[src/verilog/pin_select_pkg.sv]
package pin_select_pkg;

  localparam int CODE_W          = 5;
  localparam int REG_W           = 16;
  localparam int DATA_W          = 32;
  localparam int ADDR_W          = 8;
  localparam int NUM_OUT_REGS    = 6;
  localparam int NUM_OUT_PINS    = 2 * NUM_OUT_REGS;
  localparam int NUM_IN_PINS     = 26;
  localparam int NUM_FUNCS       = 32;

  // byte addresses on the register bus, one aligned word each
  localparam logic [ADDR_W-1:0] ADDR_FRAME_SYNC_SEL = 8'h00;
  localparam logic [ADDR_W-1:0] ADDR_CAN_RX_SEL     = 8'h04;
  localparam logic [ADDR_W-1:0] ADDR_OUT_SEL_BASE   = 8'h08;
  localparam logic [ADDR_W-1:0] ADDR_OUT_SEL_LAST   = 8'h1c;
  localparam logic [ADDR_W-1:0] ADDR_ROUTE_STATUS   = 8'h20;

  // field positions
  localparam int LO_FIELD_LSB    = 0;
  localparam int HI_FIELD_LSB    = 8;
  localparam int STAT_OE_LSB     = 0;
  localparam int STAT_FS_BIT     = 16;
  localparam int STAT_CAN_BIT    = 17;

  typedef logic [CODE_W-1:0] code_t;

  // reset values and special codes
  localparam code_t IN_CODE_RST  = 5'h1f;
  localparam code_t OUT_CODE_RST = 5'h00;
  localparam code_t GROUND_CODE  = 5'h1f;
  localparam code_t NO_FUNC_CODE = 5'h00;

endpackage

[src/verilog/route_if.sv]
`timescale 1ns/10ps
interface route_if
  import pin_select_pkg::*;
#(
  parameter int NUM_OUT = NUM_OUT_PINS
);
  code_t                   fs_code;
  code_t                   can_code;
  logic                    can_en;
  code_t [NUM_OUT-1:0]     out_code;

  modport ctrl
  (
    output fs_code,
    output can_code,
    output can_en,
    output out_code
  );

  modport route
  (
    input  fs_code,
    input  can_code,
    input  can_en,
    input  out_code
  );
endinterface

[src/verilog/input_route.sv]
`timescale 1ns/10ps
module input_route
  import pin_select_pkg::*;
#(
  parameter int NUM_IN = NUM_IN_PINS
)
(
  input  wire logic              pclk,
  input  wire logic              presetn,
  route_if.route                 rif,
  input  wire logic [NUM_IN-1:0] pin_in,
  output logic                   frame_sync_out,
  output logic                   can_out
);

  typedef struct packed
  {
    logic fs;
    logic can;
  } state_t;

  state_t s_r;
  state_t s_nxt;

  // ground code and codes past the last pin both read as low
  function automatic logic pick(input code_t code, input logic [NUM_IN-1:0] pins);
    logic v;
    v = 1'b0;
    if (code != GROUND_CODE && int'(code) < NUM_IN)
    begin
      v = pins[code];
    end
    return v;
  endfunction

  always_comb
  begin
    s_nxt     = s_r;
    s_nxt.fs  = pick(rif.fs_code, pin_in);
    s_nxt.can = rif.can_en & pick(rif.can_code, pin_in);
  end

  always_ff @(posedge pclk or negedge presetn)
  begin
    if (!presetn)
    begin
      s_r <= '0;
    end
    else
    begin
      s_r <= s_nxt;
    end
  end

  assign frame_sync_out = s_r.fs;
  assign can_out        = s_r.can;

endmodule

[src/verilog/output_route.sv]
`timescale 1ns/10ps
module output_route
  import pin_select_pkg::*;
#(
  parameter int NUM_OUT = NUM_OUT_PINS,
  parameter int NUM_FN  = NUM_FUNCS
)
(
  input  wire logic              pclk,
  input  wire logic              presetn,
  route_if.route                 rif,
  input  wire logic [NUM_FN-1:0] func_in,
  output logic [NUM_OUT-1:0]     pin_out,
  output logic [NUM_OUT-1:0]     pin_oe
);

  typedef struct packed
  {
    logic [NUM_OUT-1:0] dout;
    logic [NUM_OUT-1:0] oe;
  } state_t;

  state_t s_r;
  state_t s_nxt;

  // code zero leaves the pin undriven so the port logic keeps it
  always_comb
  begin
    s_nxt = s_r;
    for (int i = 0; i < NUM_OUT; i++)
    begin
      s_nxt.oe[i]   = (rif.out_code[i] != NO_FUNC_CODE);
      s_nxt.dout[i] = (int'(rif.out_code[i]) < NUM_FN) ? func_in[rif.out_code[i]] : 1'b0;
    end
  end

  always_ff @(posedge pclk or negedge presetn)
  begin
    if (!presetn)
    begin
      s_r <= '0;
    end
    else
    begin
      s_r <= s_nxt;
    end
  end

  assign pin_out = s_r.dout;
  assign pin_oe  = s_r.oe;

endmodule

[src/verilog/pin_select_map.sv]
`timescale 1ns/10ps
// Overview of operation
// - input select code all ones ties the peripheral input to ground
// - input select code n routes remappable pin n to the input
// - frame sync input follows the pin chosen by bits 4-0 of its register
// - can receive input follows the pin chosen by bits 4-0 of its register
// - without the can controller its input select register is disabled
// - input select bits 15-5 read zero; fields reset to all ones
// - output select k: bits 4-0 drive pin 2k, bits 12-8 pin 2k+1
// - output select bits 15-13 and 7-5 read zero; fields reset to zero
// - six output select registers cover pins 0 to 11
module pin_select_map
  import pin_select_pkg::*;
#(
  parameter bit CAN_PRESENT = 1'b1,
  parameter int NUM_IN      = NUM_IN_PINS,
  parameter int NUM_FN      = NUM_FUNCS
)
(
  input  wire logic                pclk,
  input  wire logic                presetn,
  input  wire logic                psel,
  input  wire logic                penable,
  input  wire logic                pwrite,
  input  wire logic [ADDR_W-1:0]   paddr,
  input  wire logic [DATA_W-1:0]   pwdata,
  output logic [DATA_W-1:0]        prdata,
  output logic                     pready,
  output logic                     pslverr,
  input  wire logic [NUM_IN-1:0]   remappable_pin_in,
  input  wire logic [NUM_FN-1:0]   periph_func_out,
  output logic [NUM_OUT_PINS-1:0]  remappable_pin_out,
  output logic [NUM_OUT_PINS-1:0]  remappable_pin_oe,
  output logic                     codec_frame_sync_in,
  output logic                     can_receive_in
);

  typedef enum logic
  {
    ST_IDLE,
    ST_ACCESS
  } bus_state_t;

  typedef struct packed
  {
    bus_state_t                   state;
    code_t                        frame_sync_pin_code;
    code_t                        can_rx_pin_code;
    code_t [NUM_OUT_PINS-1:0]     pin_function_code;
    logic [DATA_W-1:0]            rdata;
    logic                         ready;
    logic                         err;
  } state_t;

  localparam state_t STATE_RST = '{
    state:               ST_IDLE,
    frame_sync_pin_code: IN_CODE_RST,
    can_rx_pin_code:     IN_CODE_RST,
    pin_function_code:   {NUM_OUT_PINS{OUT_CODE_RST}},
    rdata:               '0,
    ready:               1'b0,
    err:                 1'b0
  };

  state_t s_r;
  state_t s_nxt;

  logic   fs_level;
  logic   can_level;

  route_if #(.NUM_OUT(NUM_OUT_PINS)) rif ();

  // address of an output select register, aligned and in range
  function automatic logic is_out_sel(input logic [ADDR_W-1:0] a);
    return (a >= ADDR_OUT_SEL_BASE) && (a <= ADDR_OUT_SEL_LAST) && (a[1:0] == 2'b00);
  endfunction

  // which output select register, 0 to 5
  function automatic int out_index(input logic [ADDR_W-1:0] a);
    logic [ADDR_W-1:0] off;
    off = a - ADDR_OUT_SEL_BASE;
    return int'(off[ADDR_W-1:2]);
  endfunction

  function automatic logic addr_hit(input logic [ADDR_W-1:0] a);
    return (a == ADDR_FRAME_SYNC_SEL) || (a == ADDR_CAN_RX_SEL)
        || is_out_sel(a) || (a == ADDR_ROUTE_STATUS);
  endfunction

  // read value; unimplemented bits come back zero
  function automatic logic [DATA_W-1:0] read_word
  (
    input state_t              st,
    input logic [ADDR_W-1:0]   a,
    input logic [NUM_OUT_PINS-1:0] oe,
    input logic                fs,
    input logic                can
  );
    logic [DATA_W-1:0] w;
    int                k;
    w = '0;
    k = 0;
    if (a == ADDR_FRAME_SYNC_SEL)
    begin
      w[LO_FIELD_LSB +: CODE_W] = st.frame_sync_pin_code;
    end
    else if (a == ADDR_CAN_RX_SEL)
    begin
      if (CAN_PRESENT)
      begin
        w[LO_FIELD_LSB +: CODE_W] = st.can_rx_pin_code;
      end
    end
    else if (is_out_sel(a))
    begin
      k = out_index(a);
      w[LO_FIELD_LSB +: CODE_W] = st.pin_function_code[2*k];
      w[HI_FIELD_LSB +: CODE_W] = st.pin_function_code[2*k+1];
    end
    else if (a == ADDR_ROUTE_STATUS)
    begin
      w[STAT_OE_LSB +: NUM_OUT_PINS] = oe;
      w[STAT_FS_BIT]                 = fs;
      w[STAT_CAN_BIT]                = can;
    end
    return w;
  endfunction

  always_comb
  begin
    int k;
    k = 0;
    s_nxt = s_r;
    case (s_r.state)
      ST_IDLE:
      begin
        s_nxt.ready = 1'b0;
        s_nxt.err   = 1'b0;
        if (psel && !penable)
        begin
          // read data is sampled in the setup cycle, so the slave
          // answers with no wait state
          s_nxt.rdata = read_word(s_r, paddr, remappable_pin_oe, fs_level, can_level);
          s_nxt.err   = !addr_hit(paddr);
          s_nxt.ready = 1'b1;
          s_nxt.state = ST_ACCESS;
        end
      end
      ST_ACCESS:
      begin
        if (psel && penable && pwrite && !s_r.err)
        begin
          if (paddr == ADDR_FRAME_SYNC_SEL)
          begin
            s_nxt.frame_sync_pin_code = pwdata[LO_FIELD_LSB +: CODE_W];
          end
          else if (paddr == ADDR_CAN_RX_SEL)
          begin
            // disabled register takes no write but is no bus error
            if (CAN_PRESENT)
            begin
              s_nxt.can_rx_pin_code = pwdata[LO_FIELD_LSB +: CODE_W];
            end
          end
          else if (is_out_sel(paddr))
          begin
            k = out_index(paddr);
            s_nxt.pin_function_code[2*k]   = pwdata[LO_FIELD_LSB +: CODE_W];
            s_nxt.pin_function_code[2*k+1] = pwdata[HI_FIELD_LSB +: CODE_W];
          end
        end
        s_nxt.ready = 1'b0;
        s_nxt.err   = 1'b0;
        s_nxt.rdata = '0;
        s_nxt.state = ST_IDLE;
      end
      default:
      begin
        s_nxt = STATE_RST;
      end
    endcase
  end

  always_ff @(posedge pclk or negedge presetn)
  begin
    if (!presetn)
    begin
      s_r <= STATE_RST;
    end
    else
    begin
      s_r <= s_nxt;
    end
  end

  assign rif.fs_code  = s_r.frame_sync_pin_code;
  assign rif.can_code = s_r.can_rx_pin_code;
  assign rif.can_en   = CAN_PRESENT;
  assign rif.out_code = s_r.pin_function_code;

  input_route #(
    .NUM_IN (NUM_IN)
  ) u_input_route (
    .pclk           (pclk),
    .presetn        (presetn),
    .rif            (rif),
    .pin_in         (remappable_pin_in),
    .frame_sync_out (fs_level),
    .can_out        (can_level)
  );

  output_route #(
    .NUM_OUT (NUM_OUT_PINS),
    .NUM_FN  (NUM_FN)
  ) u_output_route (
    .pclk    (pclk),
    .presetn (presetn),
    .rif     (rif),
    .func_in (periph_func_out),
    .pin_out (remappable_pin_out),
    .pin_oe  (remappable_pin_oe)
  );

  assign codec_frame_sync_in = fs_level;
  assign can_receive_in      = can_level;
  assign prdata              = s_r.rdata;
  assign pready              = s_r.ready;
  assign pslverr             = s_r.err;

endmodule

[config.mk]
export PLATFORM = sky130hd
export DESIGN_NAME = pin_select_map
export DESIGN_NICKNAME = d
export VERILOG_FILES = /design/src/verilog/pin_select_pkg.sv /design/src/verilog/route_if.sv /design/src/verilog/input_route.sv /design/src/verilog/output_route.sv /design/src/verilog/pin_select_map.sv
export SDC_FILE = /design/constraint.sdc
export NUM_CORES = 1
export LEC_CHECK = 0
export BUFFER_PORTS_ARGS = -buffer_cell sky130_fd_sc_hd__buf_2
export CORE_UTILIZATION = 30
export CTS_CLUSTER_DIAMETER = 150
export DETAILED_ROUTE_END_ITERATION = 12
export GPL_ROUTABILITY_DRIVEN = 1
export PLACE_DENSITY = 0.55
export SYNTH_ARGS = -nofsm -noshare
export SYNTH_HDL_FRONTEND = slang
export SYNTH_HIERARCHICAL = 1
export SYNTH_SLANG_ARGS = --single-unit
[constraint.sdc]
create_clock -name pclk -period 1.7 [get_ports pclk]
set_input_delay 0.255 -clock pclk [delete_from_list [all_inputs] [get_ports pclk]]
set_output_delay 0.255 -clock pclk [all_outputs]
set_load 0.02 [all_outputs]
Word level (Yosys, flattened, before mapping) --
Index checks and enable logic that the tools add are counted.
Word-level totals: logic and storage cells 145, flip-flop bits (word level) 131, input bits 103, output and inout bits 60
Cells by class: reductions and logical operators 33, equality and inequality tests 5, bitwise logic cells 3, order comparisons 22, muxes and demuxes 58, $add $sub $neg 2
Operators by type and width (number):
- 60-bit bitwise mux | 2
- 5-bit by 6-bit < comparator with 1-bit output, second input constant | 14
- 1-bit binary-select mux with 5-bit select | 14
- 34-bit case mux with 2 select lines | 1
- 5-bit nonzero test | 12
- 5-bit two-way mux | 8
- 34-bit two-way mux | 1
- 5-bit binary-select mux with 4-bit select | 1
- 5-bit demux with 4-bit select | 1
- 1-bit two-way mux | 18
- 8-bit two-way mux | 2
- 5-bit binary-select mux with 3-bit select | 1
- 5-bit demux with 3-bit select | 1
- 12-bit two-way mux | 1
- 1-bit logical AND | 10
- 5-bit < comparator, second input constant | 2
- 5-bit inequality test, second input constant | 2
- 7-bit by 1-bit adder with 8-bit output, second input constant | 1
- 8-bit by 3-bit equality test with 1-bit output, second input constant | 1
- 8-bit by 6-bit equality test with 1-bit output, second input constant | 1
- 8-bit by 1-bit greater-or-equal comparator with 1-bit output, second input constant | 1
- 8-bit by 4-bit greater-or-equal comparator with 1-bit output, second input constant | 1
- 8-bit by 5-bit <= comparator with 1-bit output, second input constant | 1
- 8-bit zero test | 1
- other kinds (16) | 25

Depth between registers and ports, before layout --
Gate-level depths: netlist of run 1.
depth in word-level cells 10, mapped depth 10, depth with buffers taken out 6

By module --
The synthesis of run 1 kept the hierarchy.
Modules (own cells, without submodules):
- pin_select_map | instances 1, area an instance 4317.9 um^2, sequential area each 2189.6 um^2, cells each 315
- output_route | instances 1, area an instance 4155.2 um^2, sequential area each 600.6 um^2, cells each 347
- input_route | instances 1, area an instance 548.0 um^2, sequential area each 50.0 um^2, cells each 48

Worst setup path before layout of run 1 --
OpenSTA, ideal clock, no wires.
kind input-to-reg, start input port paddr[3], end register s_r (netlist bit rif.out_code[40]), stages 10, path slack -0.622 ns, path buffers 4, arrival time 2.197 ns, setup time 0.125 ns, data required time 1.575 ns, cell sequence buf_6 -> clkbuf_1 -> inv_1 -> ha_1 -> nor3_1 -> and4_1 -> clkbuf_2 -> and4b_1 -> buf_4 -> mux2_2
Between the ends: longest elaborated chain between the ends 7, elaborated cells on any way between the ends 23, those cells by class add/sub: 2; order compare: 6; eq/ne: 1; mux: 6; bitwise: 2; reduce/logical: 6
Ends and longest elaborated chain:
- from (decl) | RTL line pin_select_map.sv:25 | input wire logic [ADDR_W-1:0] paddr,
- 8-bit by 4-bit subtractor with 8-bit output | RTL line pin_select_map.sv:81 | off = a - ADDR_OUT_SEL_BASE;
- 7-bit by 1-bit adder with 8-bit output (tied with other cells) | RTL line pin_select_map.sv:169 | s_nxt.pin_function_code[2*k+1] = pwdata[HI_FIELD_LSB +: CODE_W];
- 8-bit by 1-bit greater-or-equal comparator with 1-bit output (implied by the code) (tied with other cells) | RTL line pin_select_map.sv:169
- 1-bit logical AND (implied by the code) or 5-bit two-way mux (tied branches) | RTL line pin_select_map.sv:169, pin_select_map.sv:168
- 5-bit two-way mux (implied by the code) or 5-bit demux with 3-bit select (tied branches) | RTL line pin_select_map.sv:169, pin_select_map.sv:168
- 5-bit demux with 4-bit select or 60-bit bitwise mux (tied branches) | RTL line pin_select_map.sv:169, pin_select_map.sv:168
- 60-bit bitwise mux | RTL line pin_select_map.sv:169
- to (signal assigned) | RTL line pin_select_map.sv:192 | s_r <= s_nxt;
- to (decl) | RTL line pin_select_map.sv:65 | state_t s_r;
Parallel ways exist; a longest one is shown, timed or not. A chain may end at the register's enable or synchronous reset.

Worst setup path in the final report of run 1 --
start register s_r (netlist bit pslverr), end register s_r (netlist bit rif.out_code[28])
Between the ends: longest elaborated chain between the ends 3
Ends and longest elaborated chain:
- 1-bit zero test | RTL line pin_select_map.sv:151 | if (psel && penable && pwrite && !s_r.err)
- 1-bit logical AND | RTL line pin_select_map.sv:151
- 5-bit AND reduction (no line)
Every way passes these cells.

==> flow_summary.yaml, run 1 <==
yosys:
  seq_area_frac_synth_pct: 31.5
  synth_cell_types: 65
  synth_ff_type: "dfrtp_1"
  yosysWarnings: 6
  yosys-top-cells-area: "dfrtp_1, mux4_2, mux2_2"
  synth_top_cell_area_share_pct: 28.6
  synth_top_area_cell: "dfrtp_1"
  ys_async_sr_fraction_pct: 100
  ys_ff_latch: 113
  syn-cell-area_um2: 9020
  synth-edff-count: 0
  syn_area_per_cell_um2: 12.7
  netlist_instances: 710
clock_tree:
  cts_buffers: 17
  path_clk_slew_ns: 0.06
  cts_tree: "built"
  worst_skew_pair.late_latency_ns: 0.43
  htreeDepth: 4
  cts_buffer_depth: 2
  cts.sinks: 113
  cts_root_buffer: "clkbuf_16"
sta:
  fmax_mhz: 558
  setup-violations-final: 63
  drv_slew: 0
  min_period_ns: 1.79
  hold_viol: 0
  post-route-period-util_pct: 105
  rsz0062_at_grt: "true"
  worst_slack_ns: -0.0926
  clock_skew_ns: 0.0116
  fin_tns_setup_ns: -3.87
power:
  powerDensity_nw_per_um2: 608
  power_frac_comb_pct: 14.0
  swShare_pct: 28.4
  intPower_mw: 5.21
  power_frac_clock_pct: 48.5
  total_power_mw: 7.28
  netSwitchingPower_mw: 2.07
  leakagePower_nw: 5.03
  peakVddDrop_v: 0.000694
  power_frac_seq_pct: 37.4
critical_path:
  cp.required_ns: 2.02
  cp-start-kind: "flip-flop"
  crit_slowest_cell: "dfrtp_1"
  criticalPathCategory: "flip-flop to flip-flop"
  crit_path_end: "rif.out_code[28]"
  crit_path_max_incr_delay_ns: 0.38
  r2r_start: "pslverr"
  rrSetupSlack_ns: -0.09
  worst_r2r_endpoint: "rif.out_code[28]"
  cp_top_family: "simple AND/OR/NAND/NOR gates"
  critPathArrivalTime_ns: 2.11
  critical_path.cell_chain: "and4b_1 > and4_4 > and4b_2 > buf_6 > mux2_2"
  cp-end-kind: "flip-flop"
  setup.worst_path.start: "pslverr"
  path_max_fanout: 5
  cp_num_buf_inv: 1
  crit_cells: 5
  r2r_cells: 5
finish:
  diodes: 0
  drive_gt1_share_pct: 60.1
  area_growth_pct: 32.8
  fin_nets: 1023
global_routing:
  grt_pass1_vias: 7505
  grt_pass1_wl_um: 47400
  grt_use_total_pct: 20.8
  antenna_found_initial: 0
  grt_max_degree: 31
  overflow: 0
die:
  io-pin-count: 163
  initial_core_util_pct: 30.4
  die_h_um: 175
  die_area_um2: 30800
  coreArea_um2: 29600
  die_w_um: 175
  row_count: 63
place:
  dp_slack_ns: -0.414
  hpwl_um: 22300
  io_buffers: 123
  gp_congestion: 0.874
status:
  status: "complete, but fails checks"
  violations: "negative setup slack"
detailed_routing:
  drt_iter0_drc: 803
  finalWirelength_um: 31900
  drt-pass1-iter-count: 5
  detail-route-antenna-nets: 0
  drc: 0
  drt-vias-per-instance: 5.68
  routedWlPerCell_um: 24.2
  num_vias: 7482
run:
  drv_cap: 0
hold_path:
  hp-class: "primary input to flip-flop"
==> registers in the layout, summed over array words and instances, names as in the netlist <==
| name | count |
|---|---|
| pslverr | 1 |
| pready | 1 |
| u_output_route/pin_oe | 12 |
| u_output_route/pin_out | 12 |
| rif.out_code | 60 |
| u_input_route/frame_sync_out | 1 |
| prdata | 15 |
| rif.fs_code | 5 |
| rif.can_code | 5 |
| u_input_route/can_out | 1 |
==> timing repair <==
action	4_1_cts	5_1_grt
hold endpoints to repair	16	0
pin swaps	4	17
hold buffers	1	0
setup buffers	5	9
setup endpoints to repair	77	84
gates resized for setup	35	49
gates cloned	0	4
==> final cells by class <==
type	count	area, µm²
fillers	2832	17700
multi-input cells	503	5950
flip-flops and latches	113	2860
repair buffers	272	2080
well taps	390	488
clock buffers	18	439
clock inverters	14	130
inverters	8	37.5
==> kinds of logic (layout without fill, tap and decap cells) <==
group | count (synthesis) | after routing | share of synthesized area [%]
flops | 113 | 113 | 31.5
mux | 257 | 257 | 45.0
other cells | 2 | 19 | 0.0832
fa+ha+maj | 5 | 5 | 0.693
buf+inv | 111 | 312 | 6.31
compound gates | 63 | 63 | 5.67
simple gates | 159 | 159 | 10.8
==> how the worst min path moves through the flow <==
stage | from | end | depth (start not counted)
2_1_floorplan | presetn | prdata[0] | 0
3_3_place_gp | presetn | u_output_route/pin_out[7] | 1
3_5_place_dp | presetn | u_output_route/pin_out[7] | 1
4_1_cts | pwdata[12] | rif.out_code[49] | 2
5_1_grt | pwdata[11] | rif.out_code[38] | 2
6_report | pwdata[11] | rif.out_code[38] | 2
==> layer usage <==
metal / up-vias / global-route usage [%] / share of wire [%] / wire (µm)
met5: - / 0 / 0 / 0
met4: 0 / 5.22 / 1.2 / 371
met3: 31 / 4.74 / 9.0 / 2880
met2: 433 / 30.2 / 44 / 13900
met1: 3839 / 31.0 / 46 / 14800
li1: 3179 / - / - / -
==> cell usage after synthesis, types with 11 or more instances <==
| cell | count |
|---|---|
| dfrtp_1 | 103 |
| mux4_2 | 90 |
| mux2_2 | 82 |
| mux2i_1 | 64 |
| clkbuf_1 | 54 |
| nand2_1 | 33 |
| buf_4 | 22 |
| nand3b_1 | 21 |
| buf_2 | 19 |
| nor2_1 | 19 |
| mux4_1 | 14 |
| nand3_1 | 14 |
| nor3_1 | 13 |
| nand2b_1 | 11 |
==> through the flow <==
stage	cells	utilization, %	hold slack [ns]	cell area [µm²]
after floorplan	727	-	-0.0406	9220
after global placement	1268	36.9	0.187	10900
after detailed placement	1268	36.9	0.189	10900
after CTS	1306	39.3	0.170	11600
after global routing	1318	40.4	0.178	12000
final	1318	40.4	0.182	12000
==> power by group through the flow <==
stage / combinational [mW] / clock (mW) / sequential, mW
after floorplan: 0.505 / 0 / 2.80
after global placement: 0.964 / 0 / 2.77
after detailed placement: 0.971 / 0 / 2.77
after CTS: 0.994 / 3.61 / 2.73
after global routing: 1.08 / 3.72 / 2.73
final: 1.02 / 3.53 / 2.72
==> layout by cell type, fill, tap and decap left out, types with 21 or more instances in the layout <==
cell type | synthesis | routed
dfrtp_1 | 103 | 88
clkbuf_16 | 0 | 21
buf_4 | 22 | 116
nand2_1 | 33 | 33
mux2i_1 | 64 | 58
buf_2 | 19 | 121
mux2_2 | 82 | 53
nand3b_1 | 21 | 21
mux4_2 | 90 | 96
mux2_4 | 5 | 36
Power figures use the tool's default switching activity.
==> inputs of run 2 (changes only) <==
--- a/config.mk
+++ b/config.mk
@@ -11,6 +11,7 @@
 export DETAILED_ROUTE_END_ITERATION = 12
 export GPL_ROUTABILITY_DRIVEN = 1
 export PLACE_DENSITY = 0.55
+export REMOVE_ABC_BUFFERS = 1
 export SYNTH_ARGS = -nofsm -noshare
 export SYNTH_HDL_FRONTEND = slang
 export SYNTH_HIERARCHICAL = 1
==> run 2 against run 1 <==
The run still ends with negative setup slack left. Critical endpoint is now rif.out_code[47]. Wire length increased by 0.51%. Combinational power increased by 4%. Setup slack got worse by 0.051 ns. Sequential share of layout area increased by 0.29 points. Flip-flop and latch count unchanged. First-iteration DRC count decreased by 11%. Cell count decreased by 1.2%. Via count decreased by 0.56%. Sequential power about the same. Hold slack improved by 0.078 ns. Total power decreased by 1.4%.
==> flow_summary.yaml, run 2 (synthesis gave the netlist of run 1 again) <==
critical_path:
  cp.required_ns: 2.00
  cp_top_family: "simple AND/OR/NAND/NOR gates"
  rrSetupSlack_ns: -0.14
  cp_num_buf_inv: 1
  worst_r2r_endpoint: "rif.out_code[47]"
  r2r_start: "pslverr"
  path_max_fanout: 10
  crit_path_max_incr_delay_ns: 0.37
  cp-start-kind: "flip-flop"
  criticalPathCategory: "flip-flop to flip-flop"
  cp-end-kind: "flip-flop"
  crit_slowest_cell: "dfrtp_1"
  critPathArrivalTime_ns: 2.14
  critical_path.cell_chain: "and4b_2 > and4_4 > and4b_1 > buf_12 > mux2_2"
  r2r_cells: 5
hold_path:
  min_path_cells: 2
  hp-class: "primary input to flip-flop"
  min_from: "pwdata[12]"
  holdPathEnd: "rif.out_code[49]"
clock_tree:
  cts_buffers: 17
  path_clk_slew_ns: 0.06
  cts_buffer_depth: 2
  htreeDepth: 4
  worst_skew_pair.late_latency_ns: 0.42
  cts.sinks: 113
  cts_tree: "built"
  cts_root_buffer: "clkbuf_16"
finish:
  final_cells: 1302
  final_cell_area_um2: 11800
  area_growth_pct: 30.5
  drive_gt1_share_pct: 56.9
  mostFrequentLayoutCells: "buf_2, buf_4, dfrtp_1"
  diodes: 0
  fin_nets: 1007
  final_util_pct: 39.7
  final_common_cell: "buf_2"
  largest_register_ffs: 60
power:
  intPower_mw: 5.15
  power_frac_seq_pct: 38.0
  leakagePower_nw: 4.93
  swShare_pct: 28.2
  powerDensity_nw_per_um2: 609
  peakVddDrop_v: 0.000491
  power_frac_comb_pct: 14.8
  total_power_mw: 7.17
  netSwitchingPower_mw: 2.02
  power_frac_clock_pct: 47.2
die:
  row_count: 63
  coreArea_um2: 29600
  io-pin-count: 163
  initial_core_util_pct: 30.4
  die_h_um: 175
  die_area_um2: 30800
  die_w_um: 175
detailed_routing:
  wl_met1_um: 13900
  top_layer: "met4"
  detail-route-antenna-nets: 0
  routedWlPerCell_um: 24.7
  drc: 0
  drt-pass1-iter-count: 4
  finalWirelength_um: 32100
  wl_met3_um: 2360
  drt_iter0_drc: 718
  wl_met2_um: 15200
  drt-vias-per-instance: 5.71
  num_vias: 7440
place:
  dp_slack_ns: -0.453
  dp.cells: 1257
  dpl_cell_area_um2: 10800
  gp_congestion: 0.918
  hpwl_um: 22000
  io_buffers: 123
global_routing:
  antenna_found_initial: 0
  grt_pass1_vias: 7400
  grt_use_total_pct: 21.0
  grt_max_degree: 63
  overflow: 0
  grt_pass1_wl_um: 47700
sta:
  setup-violations-final: 69
  rsz0062_at_grt: "true"
  worst_slack_ns: -0.143
  min_period_ns: 1.84
  drv_slew: 0
  fin_hold_ws_ns: 0.260
  hold_viol: 0
  clock_skew_ns: 0.0138
  post-route-period-util_pct: 108
  fmax_mhz: 542
  fin_tns_setup_ns: -6.78
status:
  violations: "negative setup slack"
  status: "complete, but fails checks"
run:
  drv_cap: 0
-- run 2: cell types whose count changed in the layout (fill, tap and decap cells not counted), sizes merged --
cell      before  now
buf          266  253
clkbuf        23   21
clkinvlp       2    4
inv           12    9
-- run 2: per-layer routing --
layer	track usage (%)	vias up
met5	0	-
met4	6.85	0
met3	4.50	46
met2	33.1	400
met1	28.8	3840
li1	-	3154
-- run 2: area by class of cell --
cell class | count | area, µm²
flip-flops and latches | 113 | 2850
fillers | 2895 | 17900
repair buffers | 256 | 1960
inverters | 8 | 30.0
well taps | 390 | 488
clock buffers | 19 | 433
multi-input cells | 503 | 5910
clock inverters | 13 | 115
-- run 2: timing repair --
| item | CTS | global route |
|---|---|---|
| gates cloned | 1 | 1 |
| pin swaps | 9 | 13 |
| hold endpoints to repair | 103 | 0 |
| hold buffers | 1 | 0 |
| gates resized for setup | 42 | 37 |
| endpoints found under the setup margin | 74 | 88 |
| buffers inserted | 5 | 7 |
-- run 2: how the worst max path moves through the flow --
stage                     startpoint               end  slack, ns  depth (start not counted)
after floorplan             paddr[6]    rif.fs_code[0]      -0.27                          4
after global placement      paddr[6]         prdata[8]      -0.43                          7
after detailed placement    paddr[6]         prdata[8]      -0.45                          7
after CTS                    pslverr  rif.out_code[46]      -0.13                          5
after global routing         pslverr  rif.out_code[47]      -0.20                          5
final                        pslverr  rif.out_code[47]      -0.14                          5
-- run 2: power by group through the flow --
| stage | clock network, mW | logic [mW] | registers [mW] |
|---|---|---|---|
| finish | 3.38 | 1.06 | 2.73 |
| global route | 3.56 | 1.12 | 2.73 |
| CTS | 3.44 | 1.03 | 2.73 |
| detailed placement | 0 | 1.01 | 2.77 |
| global placement | 0 | 0.999 | 2.77 |
| floorplan | 0 | 0.357 | 2.80 |
-- run 2: worst reg2reg max path, stage by stage, from the launching register on --
cell and delay, ns:
dfrtp_1 0.37, and4b_2 0.34, and4_4 0.27, and4b_1 0.25
buf_12 0.15, mux2_2 0.33
==> inputs of run 3 (changes only) <==
--- a/config.mk
+++ b/config.mk
@@ -6,6 +6,7 @@
 export NUM_CORES = 1
 export LEC_CHECK = 0
 export BUFFER_PORTS_ARGS = -buffer_cell sky130_fd_sc_hd__buf_2
+export CORE_MARGIN = 1.5
 export CORE_UTILIZATION = 30
 export CTS_CLUSTER_DIAMETER = 150
 export DETAILED_ROUTE_END_ITERATION = 12
==> constraint.sdc (replaced) <==
create_clock -name pclk -period 1.7 [get_ports pclk]
set_input_delay 0.255 -clock pclk [delete_from_list [all_inputs] [get_ports pclk]]
set_output_delay 0.255 -clock pclk [all_outputs]
set_load 0.05 [all_outputs]
==> run 3 against run 2 <==
The run still ends with negative setup slack left. Non-clock buffer count is 10 higher. Utilization is 0.56 points higher. Setup slack better by 0.0089 ns. Critical path type unchanged. Total power is 2.6% higher.
==> flow_summary.yaml, run 3 (synthesis gave the netlist of run 1 again) <==
status:
  status: "complete, but fails checks"
  violations: "negative setup slack"
hold_path:
  hp-class: "primary input to asynchronous set/reset pin"
finish:
  final_common_cell: "buf_2"
  diodes: 0
  largest_register_ffs: 60
  fin_nets: 1017
  final_cell_area_um2: 11900
  final_cells: 1312
  final_util_pct: 40.3
  area_growth_pct: 32.4
  drive_gt1_share_pct: 59.3
  fillers: 2857
  mostFrequentLayoutCells: "buf_2, buf_4, mux4_2"
die:
  die_area_um2: 31100
  die_w_um: 176
  coreArea_um2: 29600
  die_h_um: 176
  io-pin-count: 163
  row_count: 63
  initial_core_util_pct: 30.4
critical_path:
  cp.required_ns: 2.01
  cp-start-kind: "flip-flop"
  path_max_fanout: 5
  criticalPathCategory: "flip-flop to flip-flop"
  crit_slowest_cell: "dfrtp_1"
  cp-end-kind: "flip-flop"
  crit_path_max_incr_delay_ns: 0.37
  critPathArrivalTime_ns: 2.14
  critical_path.cell_chain: "and4b_2 > and4_4 > buf_4 > nand4_4 > clkbuf_16 > mux2_2"
global_routing:
  grt_pass1_vias: 7540
  grt_max_degree: 49
  overflow: 0
  antenna_found_initial: 0
  grt_use_total_pct: 20.9
  grt_pass1_wl_um: 48100
run:
  drv_cap: 0
power:
  total_power_mw: 7.36
  peakVddDrop_v: 0.000481
  leakagePower_nw: 4.97
  powerDensity_nw_per_um2: 616
detailed_routing:
  drc: 0
  num_vias: 7453
  drt-vias-per-instance: 5.68
  detail-route-antenna-nets: 0
  finalWirelength_um: 32400
  routedWlPerCell_um: 24.7
  drt-pass1-iter-count: 5
  drt_iter0_drc: 734
place:
  io_buffers: 123
  dp.cells: 1263
  hpwl_um: 22200
  dpl_cell_area_um2: 10800
  gp_congestion: 0.917
  dp_slack_ns: -0.415
sta:
  drv_slew: 0
  setup-violations-final: 71
  worst_slack_ns: -0.135
  post-route-period-util_pct: 108
  clock_skew_ns: 0.0122
  min_period_ns: 1.83
  rsz0062_at_grt: "true"
  fin_tns_setup_ns: -6.43
  fmax_mhz: 545
  hold_viol: 0
  fin_hold_ws_ns: 0.204
clock_tree:
  cts_root_buffer: "clkbuf_16"
  worst_skew_pair.late_latency_ns: 0.43
  cts_buffer_depth: 2
  htreeDepth: 4
  cts_tree: "built"
  cts_buffers: 17
  path_clk_slew_ns: 0.06
  cts.sinks: 113
-- run 3: cell types whose count changed in the layout (fill, tap and decap cells not counted), moves of 3 or more --
cell       change
clkbuf_16      +4
buf_6          +3
mux2i_1        -5
mux4_1         -4
dfrtp_2        +6
buf_4          +7
mux2i_2        +5
mux4_2         +4
mux2_4         +9
dfrtp_1        -6
buf_12         -4
mux2_2         -7
-- run 3: worst max-delay path, delay by kind of cell (launching register included) --
kind	cells	cell delay [ns]
mux	1	0.28
simple gates	3	0.73
flops	1	0.37
buf+inv	2	0.32
-- run 3: path summary, 6_finish.rpt --
check	from	endpoint	slack [ns]	depth (start not counted)
min in group pclk	pwdata[9]	rif.out_code[16]	0.27	2
max in group asynchronous	presetn	prdata[7]	0.91	3
worst min-delay path	presetn	rif.out_code[37]	0.20	2
worst max-delay path	pslverr	rif.out_code[52]	-0.13	6
worst min register to register	prdata[4]	prdata[4]	0.49	2
worst max register to register	pslverr	rif.out_code[52]	-0.13	6
-- run 3: per-layer routing --
| metal | GRT usage [%] | share of wire, % |
|---|---|---|
| met5 | 0 | 0 |
| met2 | 32.8 | 47 |
| met4 | 7.59 | 2.8 |
| met1 | 27.4 | 41 |
| met3 | 5.90 | 9.4 |
-- run 3: report_power, final --
part / switching, mW / internal [mW]
registers: 0.0105 / 2.71
clock network: 1.38 / 2.08
logic: 0.736 / 0.440
-- run 3: repair_timing --
item | 4_1_cts | 5_1_grt
hold buffers | 1 | 0
endpoints found under the hold margin | 103 | 0
buffers inserted | 4 | 6
gates resized for setup | 54 | 52
gates cloned | 1 | 5
pin swaps | 3 | 15
endpoints found under the setup margin | 74 | 86
-- run 3: cell type report --
class	instances	area, µm²	share of cell area (%)
Clock inverter	12	111	0.933
Timing Repair Buffer	266	2060	17.3
Tap cell	390	488	4.09
Sequential cell	113	2850	23.9
Multi-Input combinational cell	503	5940	49.7
Clock buffer	20	457	3.82
Inverter	8	30.0	0.251
